File: src/hdl/dasr_regs.svh
`ifndef DASR_REGS_SVH
`define DASR_REGS_SVH
// ****************************************
// Register offsets
// ****************************************
`define DASR_OFF_CORE_CONFIG 4'h0
`define DASR_OFF_TRAP_CTRL   4'h1
`define DASR_OFF_STATUS      4'h2
`define DASR_OFF_WB_PTR      4'h3
`define DASR_OFF_ACC_BASE    4'h4
// ****************************************
// Field positions
// ****************************************
`define DASR_CFG_SAT_A       7
`define DASR_CFG_SAT_B       6
`define DASR_CFG_DW_SAT      5
`define DASR_CFG_SAT_WIDTH   4
`define DASR_CFG_ROUND_MODE  1
`define DASR_TRP_OVF_A       0
`define DASR_TRP_OVF_B       1
`define DASR_TRP_CATA        2
`define DASR_ST_GUARD_A      0
`define DASR_ST_STICKY_A     2
`define DASR_ST_ANY_GUARD    4
`define DASR_ST_ANY_STICKY   5
// ****************************************
// Reset values and constants
// ****************************************
`define DASR_RST_CFG         16'h0000
`define DASR_RST_TRAP        16'h0000
`define DASR_RST_PTR         16'h0000
`define DASR_MAX40           40'h7fffffffff
`define DASR_MIN40           40'h8000000000
`define DASR_MAX32           40'h007fffffff
`define DASR_MIN32           40'hff80000000
`define DASR_DW_MAX          16'h7fff
`define DASR_DW_MIN          16'h8000
`define DASR_DW_POS_LIM      24'h007fff
`define DASR_DW_NEG_LIM      24'hff8000
`define DASR_HALF_LSW        16'h8000
`define DASR_PTR_STEP        16'h0002
`endif

File: src/hdl/dasr_pkg.sv
package dasr_pkg;
  // ****************************************
  // Operation codes from the decoder
  // ****************************************
  typedef enum logic [3:0] {
    OP_NOP, OP_CLR, OP_ADD, OP_SUB, OP_LOAD, OP_MULT_ACC, OP_MSC,
    OP_MULT, OP_MULT_NEG, OP_EUCLID, OP_EUCLID_ACC, OP_STORE_TRUNC, OP_STORE_ROUND
  } dasr_op_e;

  // One decoded request per cycle
  typedef struct packed {
    logic        valid;       // Request present
    dasr_op_e    op;          // Operation
    logic        sel_b;       // Target accumulator B
    logic [39:0] operand;     // Product or data, sign extended
    logic [4:0]  shift;       // Signed scale, positive shifts right
    logic        wb_en;       // Non-target write-back wanted
    logic        wb_indirect; // Write through pointer, then step
    logic [15:0] addr;        // Store address
  } dasr_req_s;

  // Data space write
  typedef struct packed {
    logic        valid;
    logic [15:0] addr;
    logic [15:0] data;
  } dasr_dw_s;
endpackage

File: src/hdl/dasr_acc.sv
// Design decisions made here: strobed register access and the placing of the registers.
`timescale 1ns/1ps
`include "dasr_regs.svh"
module dasr_acc #(
  parameter int DATA_W = 16,
  parameter int ACC_W  = 40
) (
  input  wire logic              sys_clk,
  input  wire logic              rst,
  input  wire logic [3:0]        addr,
  input  wire logic [DATA_W-1:0] wdata,
  input  wire logic              wr,
  input  wire logic              rd,
  output logic [DATA_W-1:0]      rdata,
  input  wire dasr_pkg::dasr_req_s req,
  output dasr_pkg::dasr_dw_s     dw,
  output logic                   trap_req,
  output logic                   any_guard_ovf,
  output logic                   any_sat_sticky
);

  // ****************************************
  // Elaboration check
  // ****************************************
  // The datapath is laid out for a 16-bit word and 40-bit accumulator
  if (DATA_W != 16 || ACC_W != 40) begin : g_bad_width
    $error("dasr_acc supports only 16-bit data and 40-bit accumulators");
  end

  // ****************************************
  // State
  // ****************************************
  logic [39:0] acc [2];              // Accumulators A and B
  logic [1:0]  guard_ovf;            // Guard overflow per accumulator
  logic [1:0]  sat_sticky;           // Sticky saturation per accumulator
  logic [15:0] core_config_reg;      // Saturation and rounding control
  logic [15:0] trap_control_reg;     // Trap enables
  logic [15:0] writeback_pointer;    // Write-back pointer

  // Config fields
  wire acc_a_sat_enable = core_config_reg[`DASR_CFG_SAT_A];
  wire acc_b_sat_enable = core_config_reg[`DASR_CFG_SAT_B];
  wire data_write_sat_enable = core_config_reg[`DASR_CFG_DW_SAT];
  wire sat_width_select = core_config_reg[`DASR_CFG_SAT_WIDTH];
  wire round_mode_select = core_config_reg[`DASR_CFG_ROUND_MODE];
  wire acc_a_ovf_trap_enable = trap_control_reg[`DASR_TRP_OVF_A];
  wire acc_b_ovf_trap_enable = trap_control_reg[`DASR_TRP_OVF_B];
  wire catastrophic_trap_enable = trap_control_reg[`DASR_TRP_CATA];

  // ****************************************
  // Operation decode
  // ****************************************
  wire op_vld = req.valid;
  // Decodes below are gated by the valid bit where they act
  // Any pass through the adder
  wire is_pass = op_vld && (req.op != dasr_pkg::OP_NOP)
               && (req.op != dasr_pkg::OP_STORE_TRUNC)
               && (req.op != dasr_pkg::OP_STORE_ROUND);
  // One adder side forced to zero
  wire zero_a = (req.op == dasr_pkg::OP_LOAD) || (req.op == dasr_pkg::OP_MULT)
              || (req.op == dasr_pkg::OP_MULT_NEG) || (req.op == dasr_pkg::OP_EUCLID)
              || (req.op == dasr_pkg::OP_CLR);
  // Subtracting operations
  wire is_sub = (req.op == dasr_pkg::OP_SUB) || (req.op == dasr_pkg::OP_MSC)
              || (req.op == dasr_pkg::OP_MULT_NEG);
  // Only add and load take the shifter scale
  wire is_scaled = (req.op == dasr_pkg::OP_ADD) || (req.op == dasr_pkg::OP_LOAD);
  // Operations allowed to write back the other accumulator
  wire wb_class = (req.op == dasr_pkg::OP_MULT_ACC) || (req.op == dasr_pkg::OP_MSC)
                || (req.op == dasr_pkg::OP_CLR);
  wire do_wb = op_vld && wb_class && req.wb_en;
  wire do_store = op_vld && ((req.op == dasr_pkg::OP_STORE_TRUNC)
                || (req.op == dasr_pkg::OP_STORE_ROUND));

  // ****************************************
  // Operand scaling
  // ****************************************
  wire [4:0]  sh_left = 5'h00 - req.shift;          // Magnitude of left shift
  wire [39:0] sh_r = $signed(req.operand) >>> req.shift;
  wire [39:0] sh_l = req.operand << sh_left;
  // Scaled operand for add and load only
  wire [39:0] opnd = !is_scaled ? req.operand
                   : (req.shift[4] ? sh_l : sh_r);
  // Clear loads zero regardless of operand
  wire [39:0] opnd_z = (req.op == dasr_pkg::OP_CLR) ? 40'h0000000000 : opnd;

  // ****************************************
  // Adder / subtracter
  // ****************************************
  wire [39:0] src = acc[req.sel_b];
  wire [39:0] a_in = zero_a ? 40'h0000000000 : src;
  // Complement for subtract; the borrow-in is inactive, so carry-in is 1
  wire [39:0] b_in = is_sub ? ~opnd_z : opnd_z;
  wire        c_in = is_sub;
  wire [39:0] sum = a_in + b_in + {39'h0, c_in};
  // Sign destroyed: like-signed inputs gave a flipped sign
  wire ovf39 = (a_in[39] == b_in[39]) && (sum[39] != a_in[39]);
  // Result no longer fits a 1.31 value
  wire ovf31 = !(&sum[39:31]) && (|sum[39:31]);
  // True sign of the exact result
  wire neg = ovf39 ? ~sum[39] : sum[39];

  // ****************************************
  // Accumulator saturation
  // ****************************************
  wire sat_en = req.sel_b ? acc_b_sat_enable : acc_a_sat_enable;
  wire mode40 = sat_en && sat_width_select;
  wire mode32 = sat_en && !sat_width_select;
  wire hit32 = mode32 && (ovf39 || ovf31);
  wire hit40 = mode40 && ovf39;
  // Sticky cause: clamp in 32-bit mode, else bit 39 overflow
  wire sticky_set = mode32 ? hit32 : ovf39;
  // Value written to the target
  wire [39:0] result = hit40 ? (neg ? `DASR_MIN40 : `DASR_MAX40)
                     : hit32 ? (neg ? `DASR_MIN32 : `DASR_MAX32)
                     : sum;
  // Guard bits unused in 32-bit saturation mode
  wire guard_new = !mode32 && !(&result[39:32])
                 && (|result[39:32]);

  // ****************************************
  // Round and write saturation
  // ****************************************
  // Write-back reads the other accumulator, a store reads the target
  wire [39:0] rsrc = do_wb ? acc[~req.sel_b] : acc[req.sel_b];
  // Write-back always rounds; store follows its variant
  wire do_round = do_wb || (req.op == dasr_pkg::OP_STORE_ROUND);
  wire tie = (rsrc[15:0] == `DASR_HALF_LSW);
  // Convergent tie only rounds up when bit 16 is set
  wire inc_conv = rsrc[15] && (!tie || rsrc[16]);
  wire inc_conv_sel = round_mode_select ? inc_conv : rsrc[15];
  wire inc = do_round && inc_conv_sel;
  // Keep 24 bits so the round carry into the guard byte is seen
  wire [23:0] r24 = rsrc[39:16] + {23'h0, inc};
  wire dw_pos = !rsrc[39] && (r24 > `DASR_DW_POS_LIM);
  wire dw_neg = rsrc[39] && (r24 < `DASR_DW_NEG_LIM);
  wire [15:0] wr_val = !data_write_sat_enable ? r24[15:0]
                     : dw_pos ? `DASR_DW_MAX
                     : dw_neg ? `DASR_DW_MIN
                     : r24[15:0];

  // ****************************************
  // Register bus decode
  // ****************************************
  wire sel_cfg = (addr == `DASR_OFF_CORE_CONFIG);
  wire sel_trp = (addr == `DASR_OFF_TRAP_CTRL);
  wire sel_st = (addr == `DASR_OFF_STATUS);
  wire sel_ptr = (addr == `DASR_OFF_WB_PTR);
  // Accumulator words: 4..6 for A, 7..9 for B, low word first
  wire [3:0] acc_idx = addr - `DASR_OFF_ACC_BASE;
  wire acc_hit = (addr >= `DASR_OFF_ACC_BASE) && (acc_idx < 4'h6);
  wire acc_pick = (acc_idx >= 4'h3);
  wire [3:0] word_idx = acc_pick ? acc_idx - 4'h3 : acc_idx;
  wire [39:0] acc_rd = acc[acc_pick];
  wire [15:0] acc_word = (word_idx == 4'h0) ? acc_rd[15:0]
                       : (word_idx == 4'h1) ? acc_rd[31:16]
                       : {8'h00, acc_rd[39:32]};
  // Software clears sticky bits by writing ones
  wire [1:0] sticky_clr = (wr && sel_st)
                        ? wdata[`DASR_ST_STICKY_A+1:`DASR_ST_STICKY_A] : 2'h0;
  // Combined bits come straight from the lane flags
  wire [15:0] status_word = {10'h000, |sat_sticky, |guard_ovf,
                             sat_sticky, guard_ovf};
  // Unmapped addresses read zero
  wire [15:0] rd_mux = sel_cfg ? core_config_reg
                     : sel_trp ? trap_control_reg
                     : sel_st ? status_word
                     : sel_ptr ? writeback_pointer
                     : acc_hit ? acc_word : 16'h0000;

  // ****************************************
  // Control registers
  // ****************************************
  // Config and trap enables, software written
  always_ff @(posedge sys_clk) begin
    if (rst) begin
      core_config_reg <= `DASR_RST_CFG;
      trap_control_reg <= `DASR_RST_TRAP;
    end else begin
      if (wr && sel_cfg) begin
        core_config_reg <= wdata;
      end
      if (wr && sel_trp) begin
        trap_control_reg <= wdata;
      end
    end
  end

  // Read data stands only in the cycle after the strobe
  always_ff @(posedge sys_clk) begin
    if (rst) begin
      rdata <= 16'h0000;
    end else begin
      rdata <= rd ? rd_mux : 16'h0000;
    end
  end

  // ****************************************
  // Accumulators and flags, one per lane
  // ****************************************
  for (genvar i = 0; i < 2; i++) begin : g_acc
    // This lane is the target of the current pass
    wire tgt = is_pass && (req.sel_b == 1'(i));
    // Accumulator update
    always_ff @(posedge sys_clk) begin
      if (rst) begin
        acc[i] <= 40'h0000000000;
      end else if (tgt) begin
        acc[i] <= result;
      end
    end
    // Guard flag tracks the latest pass of this lane only
    always_ff @(posedge sys_clk) begin
      if (rst) begin
        guard_ovf[i] <= 1'b0;
      end else if (tgt) begin
        guard_ovf[i] <= guard_new;
      end
    end
    // Sticky flag: a set in the clearing cycle wins
    always_ff @(posedge sys_clk) begin
      if (rst) begin
        sat_sticky[i] <= 1'b0;
      end else if (tgt && sticky_set) begin
        sat_sticky[i] <= 1'b1;
      end else if (sticky_clr[i]) begin
        sat_sticky[i] <= 1'b0;
      end
    end
  end

  // ****************************************
  // Flag outputs and trap request
  // ****************************************
  // Catastrophic trap only for a lane without saturation
  wire cat_a = sat_sticky[0] && !acc_a_sat_enable;
  wire cat_b = sat_sticky[1] && !acc_b_sat_enable;
  wire next_trap = (guard_ovf[0] && acc_a_ovf_trap_enable)
                 || (guard_ovf[1] && acc_b_ovf_trap_enable)
                 || (catastrophic_trap_enable && (cat_a || cat_b));
  // Next state of each lane's flags; the combined copies follow it, so they
  // never lag the lane flags by a cycle
  // Plain vector terms: a function called from a continuous assignment
  // would only be re-evaluated when its arguments change
  wire [1:0] lane_tgt = {is_pass && req.sel_b, is_pass && !req.sel_b};
  wire [1:0] next_guard = (lane_tgt & {2{guard_new}})
                        | (~lane_tgt & guard_ovf);
  // A set in the clearing cycle wins over the software clear
  wire [1:0] next_sticky = (lane_tgt & {2{sticky_set}})
                         | (~sticky_clr & sat_sticky);
  wire next_any_guard = |next_guard;
  wire next_any_sticky = |next_sticky;

  // Registered status outputs
  always_ff @(posedge sys_clk) begin
    if (rst) begin
      any_guard_ovf <= 1'b0;
      any_sat_sticky <= 1'b0;
      trap_req <= 1'b0;
    end else begin
      any_guard_ovf <= next_any_guard;
      any_sat_sticky <= next_any_sticky;
      trap_req <= next_trap;
    end
  end

  // ****************************************
  // Write-back pointer and data write port
  // ****************************************
  // Direct write-back lands in the pointer itself
  wire wb_direct = do_wb && !req.wb_indirect;
  wire wb_ind = do_wb && req.wb_indirect;
  // Hardware update outranks a software write in the same cycle
  always_ff @(posedge sys_clk) begin
    if (rst) begin
      writeback_pointer <= `DASR_RST_PTR;
    end else if (wb_direct) begin
      writeback_pointer <= wr_val;
    end else if (wb_ind) begin
      writeback_pointer <= writeback_pointer + `DASR_PTR_STEP;
    end else if (wr && sel_ptr) begin
      writeback_pointer <= wdata;
    end
  end

  // Data space write, one-cycle pulse
  always_ff @(posedge sys_clk) begin
    if (rst) begin
      dw <= '0;
    end else begin
      dw.valid <= wb_ind || do_store;
      dw.addr <= wb_ind ? writeback_pointer : req.addr;
      dw.data <= wr_val;
    end
  end
endmodule

File: config.mk
export PLATFORM = sky130hd
export DESIGN_NAME = dasr_acc
export DESIGN_NICKNAME = d
export VERILOG_FILES = /design/src/hdl/dasr_pkg.sv /design/src/hdl/dasr_acc.sv
export VERILOG_INCLUDE_DIRS = /design/src /design/src/hdl
export SDC_FILE = /design/constraint.sdc
export NUM_CORES = 1
export LEC_CHECK = 0
export BUFFER_PORTS_ARGS = -buffer_cell sky130_fd_sc_hd__clkbuf_2
export CAP_MARGIN = 20
export CORE_ASPECT_RATIO = 0.6
export CORE_MARGIN = 3
export CORE_UTILIZATION = 45
export CTS_CLUSTER_DIAMETER = 60
export CTS_CLUSTER_SIZE = 8
export DETAILED_ROUTE_END_ITERATION = 8
export SLEW_MARGIN = 30
export SYNTH_ARGS = -nofsm -noshare
export SYNTH_HDL_FRONTEND = slang
export SYNTH_SLANG_ARGS = --single-unit
File: constraint.sdc
create_clock -name sys_clk -period 23.8 [get_ports sys_clk]
set_input_delay 3.57 -clock sys_clk [delete_from_list [all_inputs] [get_ports sys_clk]]
set_output_delay 3.57 -clock sys_clk [all_outputs]
set_load 0.02 [all_outputs]
==> flow_metrics.py <==
metrics = {
    "run_status": {
        "status": "finished, final reports clean",
    },
    "pwr": {
        "power_density_nw_per_um2": 61.14,
        "power_uw": 1216,
        "total_leakage_power_uw": 0.007694,
        "irDropWorstVdd_uv": 42.31,
    },
    "layout": {
        "largestRegisters": "acc: 80 flops, dw: 33 flops",
        "diodes": 0,
        "multi_input_area_um2": 13080,
        "fillers": 3891,
        "nNetsFinal": 2533,
        "largest_register": "acc",
        "largest_reg_flops": 80,
        "regArea_um2": 4484,
        "syn_to_final_growth_pct": 8.257,
        "drive_above_1_share": 0.1382,
    },
    "clocking": {
        "root_buffer": "clkbuf_16",
        "ctsLongestPathBuffers": 2,
        "clk_latency_ps": 460,
        "cts_tree": "built",
        "ctsResizeCount": 0,
        "cts.sinks": 184,
        "postCtsSetupRepairBufs": 0,
        "hold_buffers": 0,
        "cts.htree.levels": 4,
        "clk_pin_slew_worst_paths_ps": 80,
        "cts_inserted_buffers": 17,
    },
    "sta": {
        "setup_tns_ps": 0,
        "setup_viol": 0,
        "worst_slack_ps": 11900,
        "finalHoldViolCount": 0,
        "slew_headroom": 0.2994,
        "finalMaxSlewViolations": 0,
        "period_share": 0.4999,
        "worstMarginPinSlew_ps": 1051,
        "rsz0062_at_grt": "false",
        "skew_ps": 13.57,
        "fin_crit_ps": 11900,
        "clock.fmax_mhz": 84.04,
        "hold_ws_ps": 458.1,
    },
    "routing": {
        "via_per_inst": 7.005,
        "ant_nets": 0,
        "vias": 20482,
        "drt_pre_antenna_iters": 7,
        "routed_wl_um": 87000,
        "drc": 0,
        "drt-initial-drc-count": 3412,
        "wl_per_cell_um": 29.75,
    },
    "floorplanning": {
        "coreArea_um2": 39660,
        "dieArea_um2": 43380,
        "rows": 56,
        "pin_count": 145,
        "start_util": 0.4635,
        "fp.dieH_um": 162.5,
        "die_w_um": 266.9,
    },
    "worst_setup_path": {
        "arrival_ps": 12060,
        "start_kind": "input pin",
        "path_class": "input pin to flip-flop",
        "r2r_slack_ps": 17950,
        "cp-end-kind": "flip-flop",
        "critical_path_required_ps": 23960,
        "critical_path.max_fanout": 49,
    },
    "global_route": {
        "grt_usage": 0.3905,
        "overflow": 0,
        "grt_pass1_vias": 17807,
        "grt_first_pass_wirelength_um": 124000,
        "antenna_found_initial": 3,
        "grt_max_degree": 76,
    },
    "placed_design": {
        "gp_congestion": 1.111,
        "dp_hpwl_um": 69390,
        "port_buffers": 144,
        "dp_slack_ps": 12080,
    },
    "synthesis": {
        "ys_seq_elements": 184,
        "synth_top_cell_area_share": 0.1307,
        "ys.flop_type": "dfxtp_1",
        "yosys.area.top_type": "edfxtp_1",
        "synth-async-reset-ratio": 0,
        "synth_common_cells": "nand2_1 (316), nor2_1 (255), a21oi_1 (226)",
        "synth_cell_type_count": 104,
        "synth.most_common_cell": "nand2_1",
        "synth_area_leaders": "edfxtp_1 (13%), dfxtp_1 (11%), mux2i_1 (7.6%), nand2_1 (6.5%), a21oi_1 (6.2%)",
        "synth_area_um2": 18380,
        "ys_seq_area_frac": 0.2440,
        "syn_area_per_cell_um2": 7.713,
        "syn_inst": 2383,
        "yosys_warnings": 0,
        "synth_edf_count": 80,
        "syn_nets": 2527,
    },
    "worst_hold_path": {
        "hold_path.class": "flip-flop to flip-flop",
    },
    "run": {
        "drv_cap": 0,
    },
}
## critical path, stage by stage
cell and delay [ps]:
clkbuf_2 80, buf_4 450, inv_2 380, ha_1 400
buf_4 510, mux4_2 530, mux2i_1 430, nor2_1 70
a21oi_1 670, o22ai_1 150, nand2_1 90, a21oi_1 80
xnor2_1 230, ha_1 520, nand4_1 270, or3_1 500
nor4_1 480, nor3_1 160, nor4_1 290, o41ai_1 110
buf_4 180, or4bb_1 590, nor4_4 340, a31oi_1 170
o21ai_1 570, o211ai_1 180
## area by class of cell
cell class                      instances  area share
Clock buffer                           19     0.02245
Clock inverter                         13    0.006351
Inverter                               27    0.005093
Multi-Input combinational cell       1980      0.6574
Sequential cell                       184      0.2254
Tap cell                              522     0.03282
Timing Repair Buffer                  179     0.05049
## cell families after synthesis
group / after synthesis / synth area share
simple gates: 868 / 0.2157
compound gates: 741 / 0.2590
buf+inv: 219 / 0.04833
mux: 211 / 0.1451
flops: 184 / 0.2440
xor+xnor: 109 / 0.05276
fa+ha+maj: 51 / 0.03513
## layout by cell type (no fill, tap or decap), types with 36 or more instances in the layout
cell,synthesis,routed
edfxtp_1,80,80
nand3_1,65,65
nor3_1,46,44
xnor2_1,78,77
o21ai_0,158,158
ha_1,50,50
nand2_1,316,315
mux4_2,40,40
a21oi_1,226,226
clkbuf_2,1,142
dfxtp_1,104,104
a211oi_1,39,39
nor2_1,255,254
nand4_1,41,41
o211ai_1,55,55
o21ai_1,36,36
mux2i_1,140,140
## metal layers
metal | track usage | vias to the layer above | wire, um
li1 | - | 8861 | -
met3 | 0.2506 | 79 | 17560
met2 | 0.4105 | 1596 | 27760
met1 | 0.6287 | 9936 | 41030
met5 | 0.01689 | - | 140
met4 | 0.03186 | 10 | 506
## through the flow
stage | utilization | cell area [um^2] | instances
final | 0.5017 | 19900 | 2924
after global routing | 0.5017 | 19900 | 2924
after CTS | 0.5014 | 19890 | 2924
after detailed placement | 0.4870 | 19310 | 2892
after global placement | 0.4858 | 19260 | 2890
after floorplan | - | 18380 | 2383
## power breakdown
group	leakage [uW]	internal [uW]	switching [uW]
logic	0.00571	176	369
registers	0.00170	353	32.2
clock network	0.000287	143	143
## final timing paths
check | start | to | depth (start not counted)
min | core_config_reg[10] | core_config_reg[10] | 2
max | req[19] | acc[1][37] | 26
min reg2reg | core_config_reg[10] | core_config_reg[10] | 2
max reg2reg | acc[1][0] | acc[1][37] | 17
Power figures use the tool's default switching activity.
